===== config.mk =====
export PLATFORM = sky130hd
export DESIGN_NAME = gpe_top
export DESIGN_NICKNAME = d
export VERILOG_FILES = /design/src/hw/gpe_pkg.sv /design/src/hw/gpe_if.sv /design/src/hw/gpe_route.sv /design/src/hw/gpe_top.sv
export SDC_FILE = /design/constraint.sdc
export NUM_CORES = 1
export LEC_CHECK = 0
export ABC_CLOCK_PERIOD_IN_PS = 2100
export BUFFER_PORTS_ARGS = -buffer_cell sky130_fd_sc_hd__buf_2
export CAP_MARGIN = 20
export CORE_UTILIZATION = 46
export CTS_CLUSTER_DIAMETER = 30
export CTS_CLUSTER_SIZE = 24
export DETAILED_ROUTE_END_ITERATION = 10
export PLACE_DENSITY = 0.82
export SLEW_MARGIN = 40
export SYNTH_ARGS = -nofsm -noshare
export SYNTH_HDL_FRONTEND = slang
export SYNTH_SLANG_ARGS = --single-unit

===== constraint.sdc =====
create_clock -name aclk -period 2.1 [get_ports aclk]
set_input_delay 0.42 -clock aclk [delete_from_list [all_inputs] [get_ports aclk]]
set_output_delay 0.42 -clock aclk [all_outputs]
set_load 0.02 [all_outputs]

===== src/hw/gpe_pkg.sv =====
// Constants shared by the event-signalling block
package gpe_pkg;
  localparam int ADDR_W = 12;
  localparam logic [11:0] CTRL_OFFS = 12'h35c;
  localparam logic [11:0] STS_OFFS = 12'h360;
  localparam logic [11:0] PIN_OFFS = 12'h364;
  localparam logic [11:0] IRQ_STS_OFFS = 12'h368;
  localparam logic [11:0] IRQ_MASK_OFFS = 12'h36c;
  localparam int INV_BIT = 0;
  localparam int P2_EN_BIT = 2;
  localparam int P3_EN_BIT = 3;
  localparam int P2_ACT_BIT = 1;
  localparam int P3_ACT_BIT = 2;
  localparam int ALT_BIT = 0;
  localparam int PIN_LVL_BIT = 1;
  localparam int REQ_INTX = 0;
  localparam int REQ_MSI = 1;
  localparam int REQ_PME = 2;
  localparam int REQ_W = 3;
  localparam logic [31:0] CTRL_RESET = 32'h00000000;
  localparam logic [31:0] STS_RESET = 32'h00000000;
  localparam logic [31:0] PIN_RESET = 32'h00000000;
  localparam logic [31:0] IRQ_STS_RESET = 32'h00000000;
  localparam logic [31:0] IRQ_MASK_RESET = 32'h00000000;
  localparam logic [1:0] RESP_OKAY = 2'h0;
  localparam logic [1:0] RESP_SLVERR = 2'h2;
endpackage


===== src/hw/gpe_if.sv =====
// Control and status between register file and event router
`timescale 1ns/10ps
interface gpe_if;
  logic invert;
  logic p2_en;
  logic p3_en;
  logic alt_fn;
  logic p2_act;
  logic p3_act;
  modport regs (output invert, output p2_en, output p3_en, output alt_fn,
    input p2_act, input p3_act);
  modport route (input invert, input p2_en, input p3_en, input alt_fn,
    output p2_act, output p3_act);
endinterface


===== src/hw/gpe_route.sv =====
// Per-port event diversion and shared pin drive
`timescale 1ns/10ps
module gpe_route (
  input wire logic aclk,
  input wire logic aresetn,
  gpe_if.route ev,
  input wire logic [gpe_pkg::REQ_W-1:0] p2_req,
  input wire logic [gpe_pkg::REQ_W-1:0] p3_req,
  output logic [gpe_pkg::REQ_W-1:0] p2_fwd,
  output logic [gpe_pkg::REQ_W-1:0] p3_fwd,
  input wire logic gpio_o,
  input wire logic gpio_oe,
  output logic pin_o,
  output logic pin_oe
);
  typedef struct packed {
    logic p2_act;
    logic p3_act;
    logic [gpe_pkg::REQ_W-1:0] p2_fwd;
    logic [gpe_pkg::REQ_W-1:0] p3_fwd;
    logic pin_o;
    logic pin_oe;
  } route_state_t;
  route_state_t s_reg;
  route_state_t s_next;
  logic assert_any;

  always_comb begin
    s_next = s_reg;
    s_next.p2_act = ev.p2_en & (|p2_req);
    s_next.p3_act = ev.p3_en & (|p3_req);
    s_next.p2_fwd = ev.p2_en ? '0 : p2_req;
    s_next.p3_fwd = ev.p3_en ? '0 : p3_req;
    assert_any = s_next.p2_act | s_next.p3_act;
    // Pin drive lands in the same cycle as the status bits
    if (ev.alt_fn) begin
      s_next.pin_o = ev.invert ? assert_any : ~assert_any;
      s_next.pin_oe = 1'b1;
    end else begin
      s_next.pin_o = gpio_o;
      s_next.pin_oe = gpio_oe;
    end
  end

  always_ff @(posedge aclk) begin
    if (!aresetn) begin
      s_reg <= '0;
      // Pin is released in reset; the board pull-up gives its idle level
      s_reg.pin_o <= 1'b0;
    end else begin
      s_reg <= s_next;
    end
  end

  assign ev.p2_act = s_reg.p2_act;
  assign ev.p3_act = s_reg.p3_act;
  assign p2_fwd = s_reg.p2_fwd;
  assign p3_fwd = s_reg.p3_fwd;
  assign pin_o = s_reg.pin_o;
  assign pin_oe = s_reg.pin_oe;

  property p_pin_polarity;
    @(posedge aclk) disable iff (!aresetn)
    $past(ev.alt_fn) |-> pin_o == ($past(ev.invert) ~^ (s_reg.p2_act |
      s_reg.p3_act));
  endproperty
  a_pin_polarity: assert property (p_pin_polarity)
    else $error("event pin polarity wrong");

  property p_p2_suppress;
    @(posedge aclk) disable iff (!aresetn)
    ev.p2_en && (|p2_req) |=> p2_fwd == '0 && s_reg.p2_act;
  endproperty
  a_p2_suppress: assert property (p_p2_suppress)
    else $error("port 2 notification not diverted");

  property p_p3_suppress;
    @(posedge aclk) disable iff (!aresetn)
    ev.p3_en && (|p3_req) |=> p3_fwd == '0 && s_reg.p3_act;
  endproperty
  a_p3_suppress: assert property (p_p3_suppress)
    else $error("port 3 notification not diverted");

  property p_alt_only;
    @(posedge aclk) disable iff (!aresetn)
    !ev.alt_fn |=> pin_oe == $past(gpio_oe) && pin_o == $past(gpio_o);
  endproperty
  a_alt_only: assert property (p_alt_only)
    else $error("pin driven by events outside alternate function");

  property p_never_without_enable;
    @(posedge aclk) disable iff (!aresetn)
    !ev.p2_en ##0 !ev.p3_en |=> !s_reg.p2_act && !s_reg.p3_act;
  endproperty
  a_never_without_enable: assert property (p_never_without_enable)
    else $error("status set while enable clear");

  property p_combine;
    @(posedge aclk) disable iff (!aresetn)
    $past(ev.alt_fn) && (s_reg.p2_act || s_reg.p3_act) |->
      pin_o == $past(ev.invert);
  endproperty
  a_combine: assert property (p_combine)
    else $error("shared pin not asserted for active port");
endmodule


===== src/hw/gpe_top.sv =====
// Event diversion block with AXI4-Lite registers
`timescale 1ns/10ps
module gpe_top (
  input wire logic aclk,
  input wire logic aresetn,
  input wire logic awvalid,
  output logic awready,
  input wire logic [gpe_pkg::ADDR_W-1:0] awaddr,
  input wire logic [2:0] awprot,
  input wire logic wvalid,
  output logic wready,
  input wire logic [31:0] wdata,
  input wire logic [3:0] wstrb,
  output logic bvalid,
  input wire logic bready,
  output logic [1:0] bresp,
  input wire logic arvalid,
  output logic arready,
  input wire logic [gpe_pkg::ADDR_W-1:0] araddr,
  input wire logic [2:0] arprot,
  output logic rvalid,
  input wire logic rready,
  output logic [31:0] rdata,
  output logic [1:0] rresp,
  input wire logic [gpe_pkg::REQ_W-1:0] port2_hp_req,
  input wire logic [gpe_pkg::REQ_W-1:0] port3_hp_req,
  output logic [gpe_pkg::REQ_W-1:0] port2_hp_fwd,
  output logic [gpe_pkg::REQ_W-1:0] port3_hp_fwd,
  input wire logic gpio7_gpio_o,
  input wire logic gpio7_gpio_oe,
  input wire logic gpio7_i,
  output logic gpio7_o,
  output logic gpio7_oe,
  output logic irq
);
  typedef struct packed {
    logic invert;
    logic p2_en;
    logic p3_en;
    logic alt_fn;
    logic [1:0] irq_mask;
    logic [1:0] irq_sts;
    logic [1:0] act_prev;
    logic [2:0] pin_sync;
    logic pin_level;
    logic aw_full;
    logic [gpe_pkg::ADDR_W-1:0] aw_addr;
    logic w_full;
    logic [31:0] w_data;
    logic [3:0] w_strb;
    logic bvalid;
    logic [1:0] bresp;
    logic rvalid;
    logic [31:0] rdata;
    logic [1:0] rresp;
    logic rd_sts;
  } top_state_t;

  top_state_t s_reg;
  top_state_t s_next;
  gpe_if ev ();

  logic [1:0] act_now;
  logic [1:0] irq_set;
  logic [1:0] irq_clr;
  logic [31:0] ctrl_word;
  logic [31:0] sts_word;
  logic [31:0] pin_word;
  logic [31:0] isr_word;
  logic [31:0] imr_word;
  logic [31:0] rd_word;
  logic rd_hit;
  logic do_write;

  assign ev.invert = s_reg.invert;
  assign ev.p2_en = s_reg.p2_en;
  assign ev.p3_en = s_reg.p3_en;
  assign ev.alt_fn = s_reg.alt_fn;

  gpe_route u_route (
    .aclk(aclk),
    .aresetn(aresetn),
    .ev(ev.route),
    .p2_req(port2_hp_req),
    .p3_req(port3_hp_req),
    .p2_fwd(port2_hp_fwd),
    .p3_fwd(port3_hp_fwd),
    .gpio_o(gpio7_gpio_o),
    .gpio_oe(gpio7_gpio_oe),
    .pin_o(gpio7_o),
    .pin_oe(gpio7_oe)
  );

  assign act_now = {ev.p3_act, ev.p2_act};

  always_comb begin
    ctrl_word = '0;
    ctrl_word[gpe_pkg::INV_BIT] = s_reg.invert;
    ctrl_word[gpe_pkg::P2_EN_BIT] = s_reg.p2_en;
    ctrl_word[gpe_pkg::P3_EN_BIT] = s_reg.p3_en;
    sts_word = '0;
    sts_word[gpe_pkg::P2_ACT_BIT] = ev.p2_act;
    sts_word[gpe_pkg::P3_ACT_BIT] = ev.p3_act;
    pin_word = '0;
    pin_word[gpe_pkg::ALT_BIT] = s_reg.alt_fn;
    pin_word[gpe_pkg::PIN_LVL_BIT] = s_reg.pin_level;
    isr_word = '0;
    isr_word[gpe_pkg::P2_ACT_BIT] = s_reg.irq_sts[0];
    isr_word[gpe_pkg::P3_ACT_BIT] = s_reg.irq_sts[1];
    imr_word = '0;
    imr_word[gpe_pkg::P2_ACT_BIT] = s_reg.irq_mask[0];
    imr_word[gpe_pkg::P3_ACT_BIT] = s_reg.irq_mask[1];
  end

  always_comb begin
    rd_hit = 1'b1;
    case ({araddr[gpe_pkg::ADDR_W-1:2], 2'h0})
      gpe_pkg::CTRL_OFFS: rd_word = ctrl_word;
      gpe_pkg::STS_OFFS: rd_word = sts_word;
      gpe_pkg::PIN_OFFS: rd_word = pin_word;
      gpe_pkg::IRQ_STS_OFFS: rd_word = isr_word;
      gpe_pkg::IRQ_MASK_OFFS: rd_word = imr_word;
      default: begin
        rd_word = '0;
        rd_hit = 1'b0;
      end
    endcase
  end

  assign awready = !s_reg.aw_full && !s_reg.bvalid;
  assign wready = !s_reg.w_full && !s_reg.bvalid;
  assign arready = !s_reg.rvalid;
  assign do_write = s_reg.aw_full && s_reg.w_full && !s_reg.bvalid;

  always_comb begin
    s_next = s_reg;
    irq_clr = '0;
    // Pin level: three stages, a change counts once the last two agree
    s_next.pin_sync = {s_reg.pin_sync[1:0], gpio7_i};
    if (s_reg.pin_sync[1] == s_reg.pin_sync[2]) begin
      s_next.pin_level = s_reg.pin_sync[2];
    end
    if (awvalid && awready) begin
      s_next.aw_full = 1'b1;
      s_next.aw_addr = awaddr;
    end
    if (wvalid && wready) begin
      s_next.w_full = 1'b1;
      s_next.w_data = wdata;
      s_next.w_strb = wstrb;
    end
    if (do_write) begin
      s_next.aw_full = 1'b0;
      s_next.w_full = 1'b0;
      s_next.bvalid = 1'b1;
      s_next.bresp = gpe_pkg::RESP_OKAY;
      case ({s_reg.aw_addr[gpe_pkg::ADDR_W-1:2], 2'h0})
        gpe_pkg::CTRL_OFFS: begin
          if (s_reg.w_strb[0]) begin
            s_next.invert = s_reg.w_data[gpe_pkg::INV_BIT];
            s_next.p2_en = s_reg.w_data[gpe_pkg::P2_EN_BIT];
            s_next.p3_en = s_reg.w_data[gpe_pkg::P3_EN_BIT];
          end
        end
        // Status is read-only; writes are accepted and dropped
        gpe_pkg::STS_OFFS: begin
        end
        gpe_pkg::PIN_OFFS: begin
          if (s_reg.w_strb[0]) begin
            s_next.alt_fn = s_reg.w_data[gpe_pkg::ALT_BIT];
          end
        end
        gpe_pkg::IRQ_STS_OFFS: begin
          if (s_reg.w_strb[0]) begin
            irq_clr = {s_reg.w_data[gpe_pkg::P3_ACT_BIT],
              s_reg.w_data[gpe_pkg::P2_ACT_BIT]};
          end
        end
        gpe_pkg::IRQ_MASK_OFFS: begin
          if (s_reg.w_strb[0]) begin
            s_next.irq_mask = {s_reg.w_data[gpe_pkg::P3_ACT_BIT],
              s_reg.w_data[gpe_pkg::P2_ACT_BIT]};
          end
        end
        default: s_next.bresp = gpe_pkg::RESP_SLVERR;
      endcase
    end else if (s_reg.bvalid && bready) begin
      s_next.bvalid = 1'b0;
    end
    if (arvalid && arready) begin
      s_next.rvalid = 1'b1;
      s_next.rdata = rd_word;
      s_next.rresp = rd_hit ? gpe_pkg::RESP_OKAY : gpe_pkg::RESP_SLVERR;
      s_next.rd_sts = ({araddr[gpe_pkg::ADDR_W-1:2], 2'h0} ==
        gpe_pkg::STS_OFFS);
    end else if (s_reg.rvalid && rready) begin
      s_next.rvalid = 1'b0;
    end
    // A port's active status bit rising is the interrupt event, whether or not alt_fn routes it to the pin
    s_next.act_prev = act_now;
    irq_set = act_now & ~s_reg.act_prev;
    // Set wins so an event in the clearing cycle is kept
    s_next.irq_sts = (s_reg.irq_sts & ~irq_clr) | irq_set;
  end

  always_ff @(posedge aclk) begin
    if (!aresetn) begin
      s_reg <= '0;
      s_reg.invert <= gpe_pkg::CTRL_RESET[gpe_pkg::INV_BIT];
      s_reg.p2_en <= gpe_pkg::CTRL_RESET[gpe_pkg::P2_EN_BIT];
      s_reg.p3_en <= gpe_pkg::CTRL_RESET[gpe_pkg::P3_EN_BIT];
      s_reg.alt_fn <= gpe_pkg::PIN_RESET[gpe_pkg::ALT_BIT];
      s_reg.irq_mask <= {gpe_pkg::IRQ_MASK_RESET[gpe_pkg::P3_ACT_BIT],
        gpe_pkg::IRQ_MASK_RESET[gpe_pkg::P2_ACT_BIT]};
      s_reg.irq_sts <= {gpe_pkg::IRQ_STS_RESET[gpe_pkg::P3_ACT_BIT],
        gpe_pkg::IRQ_STS_RESET[gpe_pkg::P2_ACT_BIT]};
    end else begin
      s_reg <= s_next;
    end
  end

  assign bvalid = s_reg.bvalid;
  assign bresp = s_reg.bresp;
  assign rvalid = s_reg.rvalid;
  assign rdata = s_reg.rdata;
  assign rresp = s_reg.rresp;
  assign irq = |(s_reg.irq_sts & s_reg.irq_mask);

  property p_sts_read_p2;
    @(posedge aclk) disable iff (!aresetn)
    arvalid && arready && ({araddr[gpe_pkg::ADDR_W-1:2], 2'h0} ==
      gpe_pkg::STS_OFFS) |=> rvalid &&
      rdata[gpe_pkg::P2_ACT_BIT] == $past(ev.p2_act) && s_reg.rd_sts;
  endproperty
  a_sts_read_p2: assert property (p_sts_read_p2)
    else $error("port 2 status readback wrong");

  property p_sts_read_p3;
    @(posedge aclk) disable iff (!aresetn)
    arvalid && arready && ({araddr[gpe_pkg::ADDR_W-1:2], 2'h0} ==
      gpe_pkg::STS_OFFS) |=> rvalid &&
      rdata[gpe_pkg::P3_ACT_BIT] == $past(ev.p3_act);
  endproperty
  a_sts_read_p3: assert property (p_sts_read_p3)
    else $error("port 3 status readback wrong");

  property p_sts_needs_enable;
    @(posedge aclk) disable iff (!aresetn)
    s_reg.rvalid && s_reg.rd_sts && $rose(s_reg.rvalid) &&
      !$past(s_reg.p2_en, 2) |-> !rdata[gpe_pkg::P2_ACT_BIT];
  endproperty
  a_sts_needs_enable: assert property (p_sts_needs_enable)
    else $error("port 2 status read set while disabled");

  property p_irq_event;
    @(posedge aclk) disable iff (!aresetn)
    $rose(ev.p2_act) |=> s_reg.irq_sts[0] ##0
      (irq == s_reg.irq_mask[0] || s_reg.irq_mask[1]);
  endproperty
  a_irq_event: assert property (p_irq_event)
    else $error("port 2 event not latched for interrupt");

  property p_sts_needs_enable_p3;
    @(posedge aclk) disable iff (!aresetn)
    s_reg.rd_sts && $rose(s_reg.rvalid) && !$past(s_reg.p3_en, 2) |->
      !rdata[gpe_pkg::P3_ACT_BIT];
  endproperty
  a_sts_needs_enable_p3: assert property (p_sts_needs_enable_p3)
    else $error("port 3 status read set while disabled");

  property p_irq_event_p3;
    @(posedge aclk) disable iff (!aresetn)
    $rose(ev.p3_act) |=> s_reg.irq_sts[1] ##0
      (irq || !s_reg.irq_mask[1]);
  endproperty
  a_irq_event_p3: assert property (p_irq_event_p3)
    else $error("port 3 event not latched for interrupt");

  // A clear in the same cycle as an event must not lose the event
  property p_irq_set_wins;
    @(posedge aclk) disable iff (!aresetn)
    irq_set != 2'h0 |=> (s_reg.irq_sts & $past(irq_set)) == $past(irq_set);
  endproperty
  a_irq_set_wins: assert property (p_irq_set_wins)
    else $error("interrupt event lost");

  property p_write_answer;
    @(posedge aclk) disable iff (!aresetn)
    awvalid && awready && wvalid && wready |-> ##2 bvalid;
  endproperty
  a_write_answer: assert property (p_write_answer)
    else $error("write response late");

  property p_read_answer;
    @(posedge aclk) disable iff (!aresetn)
    arvalid && arready |=> rvalid;
  endproperty
  a_read_answer: assert property (p_read_answer)
    else $error("read response late");
endmodule


; Word-level counts from Yosys, hierarchy flattened
; Cells that the tools add are included.
[word_totals]
reg_bits = 81
out_inout_bits = 50
in_bits = 82
elab_cells = 86
[classes]
eq_ne = 11
muxes = 13
bitwise_logic = 11
n_reduce_logical = 26
[ops]
columns = cell, n
row1 = equality test 10 x 8 -> 1 bit (second input constant), 10
row2 = case mux 4 bit (5 select lines), 1
row3 = 2-to-1 mux 2 bit, 6
row4 = OR reduction 5 bit, 2
row5 = logical AND 1 bit, 9
row6 = AND reduction 3 bit, 3
row7 = OR reduction 2 bit, 4
row8 = AND 2 bit, 3
row9 = 2-to-1 mux 1 bit, 6
row10 = OR reduction 3 bit, 2
row11 = logical NOT 1 bit, 4
row12 = inverter 2 bit, 2
row13 = nonzero test 2 bit, 2
row14 = AND 1 bit, 2
row15 = inverter 1 bit, 2
row16 = OR 2 bit, 1
row17 = equality test 1 bit, 1
row18 = OR 1 bit, 1

; Logic depth before layout (Yosys ltp)
; Gate-level depths: netlist of run 1.
[depth]
word_depth = 6
mapped_depth = 5
mapped_depth_nobuf = 4

; Cells and area by module
; A second synthesis of run 1 with hierarchy kept.
[hier_totals]
hier_cells = 245
hier_area_um2 = 2185.8
[modules_own_cells]
columns = module, cells_each, seq_area_each_um2, area_each_um2, instances
row1 = gpe_top, 216, 780.7, 1859.3, 1
row2 = gpe_route, 29, 200.2, 326.6, 1

; Least setup slack after synthesis of run 1
; No wires, ideal clock.
[synth_path]
path_type = flip-flop to flip-flop
startpoint = reg s_reg, in the netlist bvalid
endpoint = reg s_reg[81] (netlist name)
arrival_time_ns = 1.389
required_time_ns = 2.030
n_path_buf = 1
path_slack_ns = 0.640
stages_incl_launch_ff = 6
path_cell_list = dfxtp_1 > nor2_1 > and2_1 > clkbuf_1 > nand2_1 > a21oi_1
[synth_between]
elab_chain_len = 3
[synth_rtl]
columns = item, line
row1 = "start, declared", gpe_top.sv:59  ; top_state_t s_reg;
row2 = "start signal, assigned", gpe_top.sv:218  ; s_reg <= s_next;
row3 = logical NOT 1 bit, gpe_top.sv:130  ; assign awready = !s_reg.aw_full && !s_reg.bvalid;
row4 = logical AND 1 bit, gpe_top.sv:130
row5 = via awready, gpe_top.sv:7  ; output logic awready,
row6 = logical AND 1 bit, gpe_top.sv:143  ; if (awvalid && awready) begin
; The timed path passes the listed nets, and every way through them passes these cells.
; A chain may end at the register's enable or synchronous reset.

; Worst setup path after layout of run 1
[layout_path]
startpoint = reg s_reg[83] (netlist name)
endpoint = reg, netlist name ev.alt_fn
[layout_between]
elab_chain_len = 2
[layout_rtl]
columns = item, line
row1 = equality test 10 x 8 -> 1 bit, gpe_top.sv:157  ; case ({s_reg.aw_addr[gpe_pkg::ADDR_W-1:2], 2'h0})
row2 = AND reduction 3 bit (no source line), n/a
; No other way between the ends.

==> impl_results.html, run 1 <==
<table>
<tr><th>Metric</th><th>Value</th></tr>
<tr><th colspan="2">Floorplan</th></tr>
<tr><td>Number of I/O pins</td><td>132</td></tr>
<tr><td>FP Rows</td><td>24</td></tr>
<tr><td>Die Area</td><td>0.00507 sq mm</td></tr>
<tr><td>Die boundary height</td><td>71.2 microns</td></tr>
<tr><td>Die Span X</td><td>71.2 microns</td></tr>
<tr><td>Floorplan core area</td><td>0.00447 sq mm</td></tr>
<tr><td>Initial cell density of the core</td><td>0.492</td></tr>
<tr><th colspan="2">Placed design</th></tr>
<tr><td>Count of buffers from port buffering</td><td>60</td></tr>
<tr><td>Number of instances in the placed design</td><td>341</td></tr>
<tr><td>Placer Congestion</td><td>0.790</td></tr>
<tr><td>Worst Setup Slack post-DPL</td><td>495 ps</td></tr>
<tr><td>Instance area at placement</td><td>0.00239 sq mm</td></tr>
<tr><td>DPL Wire Length</td><td>3030 microns</td></tr>
<tr><th colspan="2">Timing</th></tr>
<tr><td>Final-layout setup total negative slack</td><td>0 ps</td></tr>
<tr><td>Final Hold Viols</td><td>0</td></tr>
<tr><td>Worst setup skew after layout</td><td>9.35 ps</td></tr>
<tr><td>Count of endpoints failing setup in the final report</td><td>0</td></tr>
<tr><td>Min cycle time layout</td><td>1510 ps</td></tr>
<tr><td>Setup ws final</td><td>588 ps</td></tr>
<tr><td>Setup repair after global routing missed its margin</td><td>false</td></tr>
<tr><td>Peak Freq</td><td>661 MHz</td></tr>
<tr><td>Number of slew-limit violations in the final report</td><td>0</td></tr>
<tr><td>Crit share post-route</td><td>0.720</td></tr>
<tr><th colspan="2">Clocking</th></tr>
<tr><td>Hold bufs inserted after CTS</td><td>0</td></tr>
<tr><td>Post-CTS setup buffer count</td><td>0</td></tr>
<tr><td>TritonCTS Buffers</td><td>5</td></tr>
<tr><td>Clock root buffer</td><td>sky130_fd_sc_hd__clkbuf_8</td></tr>
<tr><td>Insertion delay to the later sink of the worst-skew pair</td><td>300 ps</td></tr>
<tr><td>TritonCTS clock tree</td><td>built</td></tr>
<tr><td>CTS clock-pin slew for the worst setup and hold paths</td><td>80 ps</td></tr>
<tr><td>Post-cts gate resize count</td><td>0</td></tr>
<tr><td>Clock buffer depth</td><td>2</td></tr>
<tr><td>Number of levels the H-tree was split into</td><td>2</td></tr>
<tr><td>Number of sinks handled by clock tree synthesis</td><td>49</td></tr>
<tr><th colspan="2">Finish</th></tr>
<tr><td>Net count reported at finish</td><td>378</td></tr>
<tr><td>Leading cell type in the layout, fill and taps excluded</td><td>sky130_fd_sc_hd__buf_2</td></tr>
<tr><td>Fraction of layout cells with a size suffix above 1</td><td>0.263</td></tr>
<tr><td>Most used cells in the layout excluding fill and tap cells</td><td>sky130_fd_sc_hd__buf_2, sky130_fd_sc_hd__dfxtp_1, sky130_fd_sc_hd__nand2_1, sky130_fd_sc_hd__conb_1, sky130_fd_sc_hd__nor2_1</td></tr>
<tr><td>Number of flip-flops under the largest register name</td><td>20</td></tr>
<tr><td>Area growth from synthesis to layout</td><td>14.0%</td></tr>
<tr><td>Final core area utilization</td><td>0.561</td></tr>
<tr><td>Total non-filler cell area in the finished layout</td><td>0.00251 sq mm</td></tr>
<tr><td>Final standard cell count with taps included and fillers excluded</td><td>349</td></tr>
<tr><td>Number of inserted diodes</td><td>0</td></tr>
<tr><th colspan="2">Critical path</th></tr>
<tr><td>Signal arrival time at the worst endpoint</td><td>1740 ps</td></tr>
<tr><td>Required time reported for the critical path endpoint</td><td>2330 ps</td></tr>
<tr><td>Path type of the worst setup path</td><td>reg2reg</td></tr>
<tr><td>Capturing element type of the critical path</td><td>flip-flop</td></tr>
<tr><td>Critical-path maximum fanout</td><td>3</td></tr>
<tr><td>Category of the worst setup path launch point</td><td>flip-flop</td></tr>
<tr><th colspan="2">Global routing</th></tr>
<tr><td>Via count of the first global-routing pass</td><td>1483</td></tr>
<tr><td>Maximum number of pins on one net before global-route repair</td><td>19</td></tr>
<tr><td>Number of antenna violations at the first check in global routing</td><td>0</td></tr>
<tr><td>Total global routing overflow</td><td>0</td></tr>
<tr><td>Global-route wire length before repair</td><td>6390 microns</td></tr>
<tr><td>GRT Util Overall</td><td>0.162</td></tr>
<tr><th colspan="2">Power and ir drop</th></tr>
<tr><td>P_leak</td><td>0.00114 uW</td></tr>
<tr><td>Peak VDD IR</td><td>0.000500 V</td></tr>
<tr><td>Power density over the cells</td><td>758 mW/mm^2</td></tr>
<tr><th colspan="2">Yosys</th></tr>
<tr><td>Post-synthesis instance total</td><td>241</td></tr>
<tr><td>Yosys warning total</td><td>0</td></tr>
<tr><td>Fraction of synthesis flops using an asynchronous set or reset pin</td><td>0</td></tr>
<tr><td>Post-synth top area cell</td><td>sky130_fd_sc_hd__dfxtp_1</td></tr>
<tr><td>Cell Area, Synth</td><td>0.00220 sq mm</td></tr>
<tr><td>Top flip-flop cell by instance count after synthesis</td><td>sky130_fd_sc_hd__dfxtp_1</td></tr>
<tr><td>Main area contributors after synthesis</td><td>sky130_fd_sc_hd__dfxtp_1, sky130_fd_sc_hd__buf_4, sky130_fd_sc_hd__nand2_1</td></tr>
<tr><td>Synth Area per Inst</td><td>9.14 sq um</td></tr>
<tr><td>Share of the synthesized area in the top cell type</td><td>0.445</td></tr>
<tr><td>Count of flip-flops with a built-in enable after synthesis</td><td>0</td></tr>
<tr><td>Part of the Yosys area used for sequential elements</td><td>0.445</td></tr>
<tr><td>Synth cell types</td><td>37</td></tr>
<tr><td>Post-synthesis sequential element count</td><td>49</td></tr>
<tr><th colspan="2">Route</th></tr>
<tr><td>Mean number of vias per cell</td><td>4.81</td></tr>
<tr><td>Post-detailed-route wirelength per cell</td><td>11.3 microns</td></tr>
<tr><td>Count of antenna-violating nets left after detailed routing</td><td>0</td></tr>
<tr><td>Post-route DRC</td><td>8</td></tr>
<tr><td>Routed length on met1</td><td>1710 microns</td></tr>
<tr><td>Sum of met3 wire segment lengths after detailed routing</td><td>273 microns</td></tr>
<tr><td>Number of detailed-route iterations in the first pass</td><td>10</td></tr>
<tr><td>Met2 routed wirelength</td><td>1900 microns</td></tr>
<tr><td>Vias after detailed routing</td><td>1680</td></tr>
<tr><td>Highest routing layer actually used</td><td>met4</td></tr>
<tr><td>Sum of routed wire length over all layers</td><td>3960 microns</td></tr>
<tr><td>Initial DRC Count</td><td>64</td></tr>
<tr><th colspan="2">Flow run</th></tr>
<tr><td>Max capacitance violation total</td><td>0</td></tr>
<tr><th colspan="2">Outcome</th></tr>
<tr><td>Result of the run</td><td>finished, violations left</td></tr>
<tr><td>Violations in the final reports</td><td>design-rule violations</td></tr>
<tr><th colspan="2">Worst hold path</th></tr>
<tr><td>Hold/Removal Path Class</td><td>in2reg</td></tr>
</table>
==> layout make-up <==
cell class              count  area (sq um)
fillers                   430          1960
inverters                   7          26.3
repair buffers             62           315
well taps                  52          65.1
flip-flops and latches     49           981
clock buffers               5          68.8
multi-input cells         171          1010
clock inverters             3          46.3
==> through the flow <==
stage	hold slack (ps)	power, uW
finish	322	1900
global route	313	1990
CTS	319	1920
detailed placement	421	1250
global placement	415	1250
floorplan	412	1220
==> power by group <==
| part | total [uW] | internal (uW) | switching, uW |
|---|---|---|---|
| combinational | 241 | 83.6 | 158 |
| sequential | 990 | 967 | 23.3 |
| clock | 671 | 356 | 315 |
| total | 1900 | 1410 | 496 |
==> layer usage <==
layer | track usage | vias up
met5 | 0 | -
met4 | 0.0667 | 0
met3 | 0.0370 | 9
met2 | 0.287 | 68
met1 | 0.189 | 745
li1 | - | 858
==> cell families after synthesis <==
logic type,after synthesis,synth area share
AOI/OAI and AO/OA,36,0.104
xor gates and xnor gates,1,0.00398
buffers and inverters,50,0.147
DFF,49,0.445
muxes,12,0.0602
other,1,0.00170
and+or+nand+nor,92,0.238
==> synth_stat cells, types with 2 or more instances <==
cell and number:
sky130_fd_sc_hd__nor2b_1 3, sky130_fd_sc_hd__inv_1 7, sky130_fd_sc_hd__nand3_1 2, sky130_fd_sc_hd__and3_1 4, sky130_fd_sc_hd__clkbuf_1 6, sky130_fd_sc_hd__a221oi_1 2, sky130_fd_sc_hd__nor2_2 2, sky130_fd_sc_hd__o21ai_0 5
sky130_fd_sc_hd__a32oi_1 3, sky130_fd_sc_hd__and2_1 12, sky130_fd_sc_hd__buf_4 36, sky130_fd_sc_hd__dfxtp_1 49, sky130_fd_sc_hd__nand2b_1 8, sky130_fd_sc_hd__a22o_1 2, sky130_fd_sc_hd__mux2i_1 11, sky130_fd_sc_hd__nor2_1 18
sky130_fd_sc_hd__nand4b_1 4, sky130_fd_sc_hd__o31ai_1 3, sky130_fd_sc_hd__a211oi_1 2, sky130_fd_sc_hd__nand2_1 30, sky130_fd_sc_hd__a21oi_1 16
==> worst max-delay path: stages (launching register included) <==
cell,delay [ps]
sky130_fd_sc_hd__dfxtp_1,320
sky130_fd_sc_hd__nand4bb_1,250
sky130_fd_sc_hd__or3_4,440
sky130_fd_sc_hd__nor4b_4,230
sky130_fd_sc_hd__mux2i_1,200
==> final timing paths <==
check,start,endpoint,slack [ps],depth (start not counted)
worst max register to register,s_reg[83],ev.alt_fn,590,4
worst min register to register,s_next[91],s_next[92],430,1
worst min-delay path,gpio7_i,s_next[91],320,2
worst max-delay path,s_reg[83],ev.alt_fn,590,4
(Power assumes the default switching activity.)
==> inputs of run 2 (changes only) <==
- ABC_AREA: default -> 1
- ABC_CLOCK_PERIOD_IN_PS: 2100 -> 1300
- CORE_UTILIZATION: 46 -> 39
- PLACE_DENSITY: 0.82 -> 0.74
- clock period: 2.1 -> 1.3 ns (I/O delays scaled with it)
==> impl_results.html, run 2 <==
<table>
<tr><th>Metric</th><th>Value</th></tr>
<tr><th colspan="2">Outcome</th></tr>
<tr><td>Result of the run</td><td>complete, no violations</td></tr>
<tr><th colspan="2">Critical path</th></tr>
<tr><td>Critical path depth</td><td>7 (+3)</td></tr>
<tr><td>Signal arrival time at the worst endpoint</td><td>1460 ps (-280 ps)</td></tr>
<tr><td>Internal reg-to-reg setup slack</td><td>30 ps (-560 ps)</td></tr>
<tr><td>Cell type of the slowest stage on the worst timing path</td><td>sky130_fd_sc_hd__dfxtp_2</td></tr>
<tr><td>Most frequent cell on the critical path</td><td>sky130_fd_sc_hd__nor2_4</td></tr>
<tr><td>CP Buf/Inv Count</td><td>1 (+1)</td></tr>
<tr><td>Required time reported for the critical path endpoint</td><td>1490 ps (-840 ps)</td></tr>
<tr><td>Capturing element type of the critical path</td><td>flip-flop</td></tr>
<tr><td>Category of the worst setup path launch point</td><td>flip-flop</td></tr>
<tr><td>Path type of the worst setup path</td><td>reg2reg</td></tr>
<tr><td>Delay-heaviest family, CP</td><td>simple AND/OR/NAND/NOR gates</td></tr>
<tr><td>Worst r2r path cells</td><td>7 (+3)</td></tr>
<tr><td>Reg2reg end</td><td>ev.alt_fn</td></tr>
<tr><td>Last element of the critical path</td><td>ev.alt_fn</td></tr>
<tr><td>Cell chain of the critical path</td><td>inv_2 -&gt; nor2_4 -&gt; nand2_4 -&gt; nor2_4 -&gt; nand4_1 -&gt; o21ai_1 -&gt; a21oi_1</td></tr>
<tr><td>CP peak stage delay</td><td>340 ps (-100 ps)</td></tr>
<tr><td>R2R Path Start</td><td>s_reg[75]</td></tr>
<tr><td>Crit path from</td><td>s_reg[75]</td></tr>
<tr><td>Critical-path maximum fanout</td><td>5 (+2)</td></tr>
<tr><th colspan="2">Timing</th></tr>
<tr><td>Setup ws final</td><td>30.8 ps (-557 ps)</td></tr>
<tr><td>Setup repair after global routing missed its margin</td><td>true</td></tr>
<tr><td>Count of endpoints failing setup in the final report</td><td>0 (unchanged)</td></tr>
<tr><td>Number of slew-limit violations in the final report</td><td>0 (unchanged)</td></tr>
<tr><td>Final-layout setup total negative slack</td><td>0 ps (unchanged)</td></tr>
<tr><td>Worst setup skew after layout</td><td>8.98 ps (-0.363 ps)</td></tr>
<tr><td>Crit share post-route</td><td>0.976 (+0.256)</td></tr>
<tr><td>Peak Freq</td><td>788 MHz (+19%)</td></tr>
<tr><td>Min cycle time layout</td><td>1270 ps (-243 ps)</td></tr>
<tr><td>Final Hold Viols</td><td>0 (unchanged)</td></tr>
<tr><th colspan="2">Finish</th></tr>
<tr><td>Area used by sequential logic in the layout</td><td>986 sq um (+0.51%)</td></tr>
<tr><td>Leading cell type in the layout, fill and taps excluded</td><td>sky130_fd_sc_hd__buf_2</td></tr>
<tr><td>Final standard cell count with taps included and fillers excluded</td><td>428 (+23%)</td></tr>
<tr><td>Fraction of layout cells with a size suffix above 1</td><td>0.292 (+0.0295)</td></tr>
<tr><td>Multi-input gate area in the final layout</td><td>968 sq um (-3.9%)</td></tr>
<tr><td>Final core area utilization</td><td>0.481 (-0.0799)</td></tr>
<tr><td>Number of flip-flops under the largest register name</td><td>20 (unchanged)</td></tr>
<tr><td>Net count reported at finish</td><td>437 (+16%)</td></tr>
<tr><td>Number of inserted diodes</td><td>0 (unchanged)</td></tr>
<tr><td>Area growth from synthesis to layout</td><td>18.2%</td></tr>
<tr><td>Number of filler instances in the final layout</td><td>545 (+27%)</td></tr>
<tr><td>Most used cells in the layout excluding fill and tap cells</td><td>sky130_fd_sc_hd__buf_2, sky130_fd_sc_hd__nor2_1, sky130_fd_sc_hd__dfxtp_1, sky130_fd_sc_hd__inv_1, sky130_fd_sc_hd__conb_1</td></tr>
<tr><th colspan="2">Placed design</th></tr>
<tr><td>Worst Setup Slack post-DPL</td><td>11.3 ps (-484 ps)</td></tr>
<tr><td>Placer Congestion</td><td>0.792 (+0.20%)</td></tr>
<tr><td>Count of buffers from port buffering</td><td>60 (unchanged)</td></tr>
<tr><td>Number of instances in the placed design</td><td>418 (+23%)</td></tr>
<tr><td>DPL Wire Length</td><td>3270 microns (+8.0%)</td></tr>
<tr><th colspan="2">Global routing</th></tr>
<tr><td>Maximum number of pins on one net before global-route repair</td><td>20 (+1)</td></tr>
<tr><td>Number of antenna violations at the first check in global routing</td><td>0 (unchanged)</td></tr>
<tr><td>Total global routing overflow</td><td>0 (unchanged)</td></tr>
<tr><td>Global-route wire length before repair</td><td>6930 microns (+8.4%)</td></tr>
<tr><td>Via count of the first global-routing pass</td><td>1703 (+15%)</td></tr>
<tr><td>GRT Util Overall</td><td>0.143 (-0.0197)</td></tr>
<tr><th colspan="2">Yosys</th></tr>
<tr><td>Yosys warning total</td><td>0 (unchanged)</td></tr>
<tr><td>Post-synth top area cell</td><td>sky130_fd_sc_hd__dfxtp_1</td></tr>
<tr><td>Post-synthesis sequential element count</td><td>49 (unchanged)</td></tr>
<tr><td>Cell Area, Synth</td><td>0.00225 sq mm (+2.4%)</td></tr>
<tr><td>Fraction of synthesis flops using an asynchronous set or reset pin</td><td>0 (unchanged)</td></tr>
<tr><td>Share of the synthesized area in the top cell type</td><td>0.435 (-0.0104)</td></tr>
<tr><td>Count of flip-flops with a built-in enable after synthesis</td><td>0 (unchanged)</td></tr>
<tr><td>Synth cell types</td><td>28 (-24%)</td></tr>
<tr><td>Post-synth top cells</td><td>sky130_fd_sc_hd__nor2_1, sky130_fd_sc_hd__dfxtp_1, sky130_fd_sc_hd__buf_4</td></tr>
<tr><td>Main area contributors after synthesis</td><td>sky130_fd_sc_hd__dfxtp_1, sky130_fd_sc_hd__buf_4, sky130_fd_sc_hd__nor2_1</td></tr>
<tr><td>Synth Area per Inst</td><td>7.70 sq um (-16%)</td></tr>
<tr><td>Top flip-flop cell by instance count after synthesis</td><td>sky130_fd_sc_hd__dfxtp_1</td></tr>
<tr><td>Post-synthesis instance total</td><td>293 (+22%)</td></tr>
<tr><td>Most numerous cell in the Yosys netlist</td><td>sky130_fd_sc_hd__nor2_1</td></tr>
<tr><td>Part of the Yosys area used for sequential elements</td><td>0.435 (-0.0104)</td></tr>
<tr><th colspan="2">Floorplan</th></tr>
<tr><td>Die Span X</td><td>78.0 microns (+9.6%)</td></tr>
<tr><td>Die Area</td><td>0.00609 sq mm (+20%)</td></tr>
<tr><td>Number of I/O pins</td><td>132 (unchanged)</td></tr>
<tr><td>Floorplan core area</td><td>0.00554 sq mm (+24%)</td></tr>
<tr><td>Initial cell density of the core</td><td>0.407 (-0.0852)</td></tr>
<tr><td>Die boundary height</td><td>78.0 microns (+9.6%)</td></tr>
<tr><td>FP Rows</td><td>27 (+13%)</td></tr>
<tr><th colspan="2">Route</th></tr>
<tr><td>Count of antenna-violating nets left after detailed routing</td><td>0 (unchanged)</td></tr>
<tr><td>Post-route DRC</td><td>0 (-8)</td></tr>
<tr><td>Initial DRC Count</td><td>41 (-36%)</td></tr>
<tr><td>Mean number of vias per cell</td><td>4.40 (-8.6%)</td></tr>
<tr><td>Number of detailed-route iterations in the first pass</td><td>4 (-6)</td></tr>
<tr><td>Vias after detailed routing</td><td>1884 (+12%)</td></tr>
<tr><td>Post-detailed-route wirelength per cell</td><td>9.89 microns (-13%)</td></tr>
<tr><td>Sum of routed wire length over all layers</td><td>4230 microns (+6.9%)</td></tr>
<tr><th colspan="2">Worst hold path</th></tr>
<tr><td>Hold/Removal Path Class</td><td>in2reg</td></tr>
<tr><th colspan="2">Clocking</th></tr>
<tr><td>CTS clock-pin slew for the worst setup and hold paths</td><td>90 ps (about the same)</td></tr>
<tr><td>Clock root buffer</td><td>sky130_fd_sc_hd__clkbuf_8</td></tr>
<tr><td>Hold bufs inserted after CTS</td><td>0 (unchanged)</td></tr>
<tr><td>Insertion delay to the later sink of the worst-skew pair</td><td>300 ps (about the same)</td></tr>
<tr><td>Number of levels the H-tree was split into</td><td>2 (unchanged)</td></tr>
<tr><td>TritonCTS clock tree</td><td>built</td></tr>
<tr><td>Number of sinks handled by clock tree synthesis</td><td>49 (unchanged)</td></tr>
<tr><td>Clock buffer depth</td><td>2 (unchanged)</td></tr>
<tr><td>TritonCTS Buffers</td><td>5 (unchanged)</td></tr>
<tr><th colspan="2">Flow run</th></tr>
<tr><td>Max capacitance violation total</td><td>0 (unchanged)</td></tr>
<tr><th colspan="2">Power and ir drop</th></tr>
<tr><td>Overall power after layout</td><td>3180 uW (+67%)</td></tr>
<tr><td>Peak VDD IR</td><td>0.000629 V (+26%)</td></tr>
<tr><td>Power density over the cells</td><td>1190 mW/mm^2 (+58%)</td></tr>
<tr><td>P_leak</td><td>0.00137 uW (+21%)</td></tr>
</table>
[run 2: cell types whose count changed after synthesis, sizes merged, moves of 4 or more]
cell / before / now
nor2: 20 / 58
inv: 7 / 37
o21ai: 5 / 30
and2: 12 / 0
nand4: 0 / 12
mux2i: 11 / 0
nand2b: 9 / 0
nand2: 30 / 36
and3: 4 / 0
clkbuf: 6 / 2
nand4b: 4 / 0
[run 2: layout make-up]
type / count / share of cell area
Timing Repair Buffer: 68 / 0.138
Clock inverter: 3 / 0.0164
Multi-Input combinational cell: 194 / 0.363
Tap cell: 72 / 0.0338
Sequential cell: 49 / 0.370
Inverter: 37 / 0.0521
Clock buffer: 5 / 0.0258
[run 2: where the power goes]
group	switching [uW]	internal (uW)
clock	504	577
sequential	47.0	1580
combinational	319	155
[run 2: stage by stage]
| step | instance area, sq um | hold WS, ps |
|---|---|---|
| after global placement | 2500 | 393 |
| after floorplan | 2370 | 358 |
| final | 2670 | 141 |
| after global routing | 2670 | 152 |
| after CTS | 2610 | 138 |
| after detailed placement | 2500 | 400 |
[run 2: cell families (layout without fill, tap and decap cells)]
family          count (synthesis)  after routing  synth area share
flops                          49             49             0.435
buf+inv                        79            113             0.196
compound gates                 53             53             0.133
simple gates                  111            111             0.234
other cells                     1             30           0.00166
[run 2: repair_timing]
item	CTS	global route
gates resized for setup	0	20
setup buffers	0	2
setup endpoints to repair	0	11
[run 2: per-layer routing]
| layer | global-route usage | share of wire | vias to the layer above |
|---|---|---|---|
| met1 | 0.161 | 0.44 | 835 |
| met3 | 0.0349 | 0.057 | 4 |
| li1 | - | - | 987 |
| met5 | 0 | 0 | - |
| met4 | 0.0500 | 0.013 | 0 |
| met2 | 0.260 | 0.49 | 58 |
[run 2: how the worst min path moves through the flow]
stage,to,slack [ps],from,cells past startpoint
detailed placement,s_next[92],400,s_next[91],2
finish,s_next[91],140,gpio7_i,3
floorplan,s_next[91],360,gpio7_i,2
CTS,s_next[91],140,gpio7_i,3
global placement,isr_word[1],390,s_reg[93],1
global route,s_next[91],150,gpio7_i,3
[run 2: worst reg2reg max path: stages, from the launching register on]
cell                      delay, ps
sky130_fd_sc_hd__dfxtp_2        340
sky130_fd_sc_hd__inv_2           50
sky130_fd_sc_hd__nor2_4         130
sky130_fd_sc_hd__nand2_4         70
sky130_fd_sc_hd__nor2_4         180
sky130_fd_sc_hd__nand4_1        170
sky130_fd_sc_hd__o21ai_1        170
sky130_fd_sc_hd__a21oi_1         50
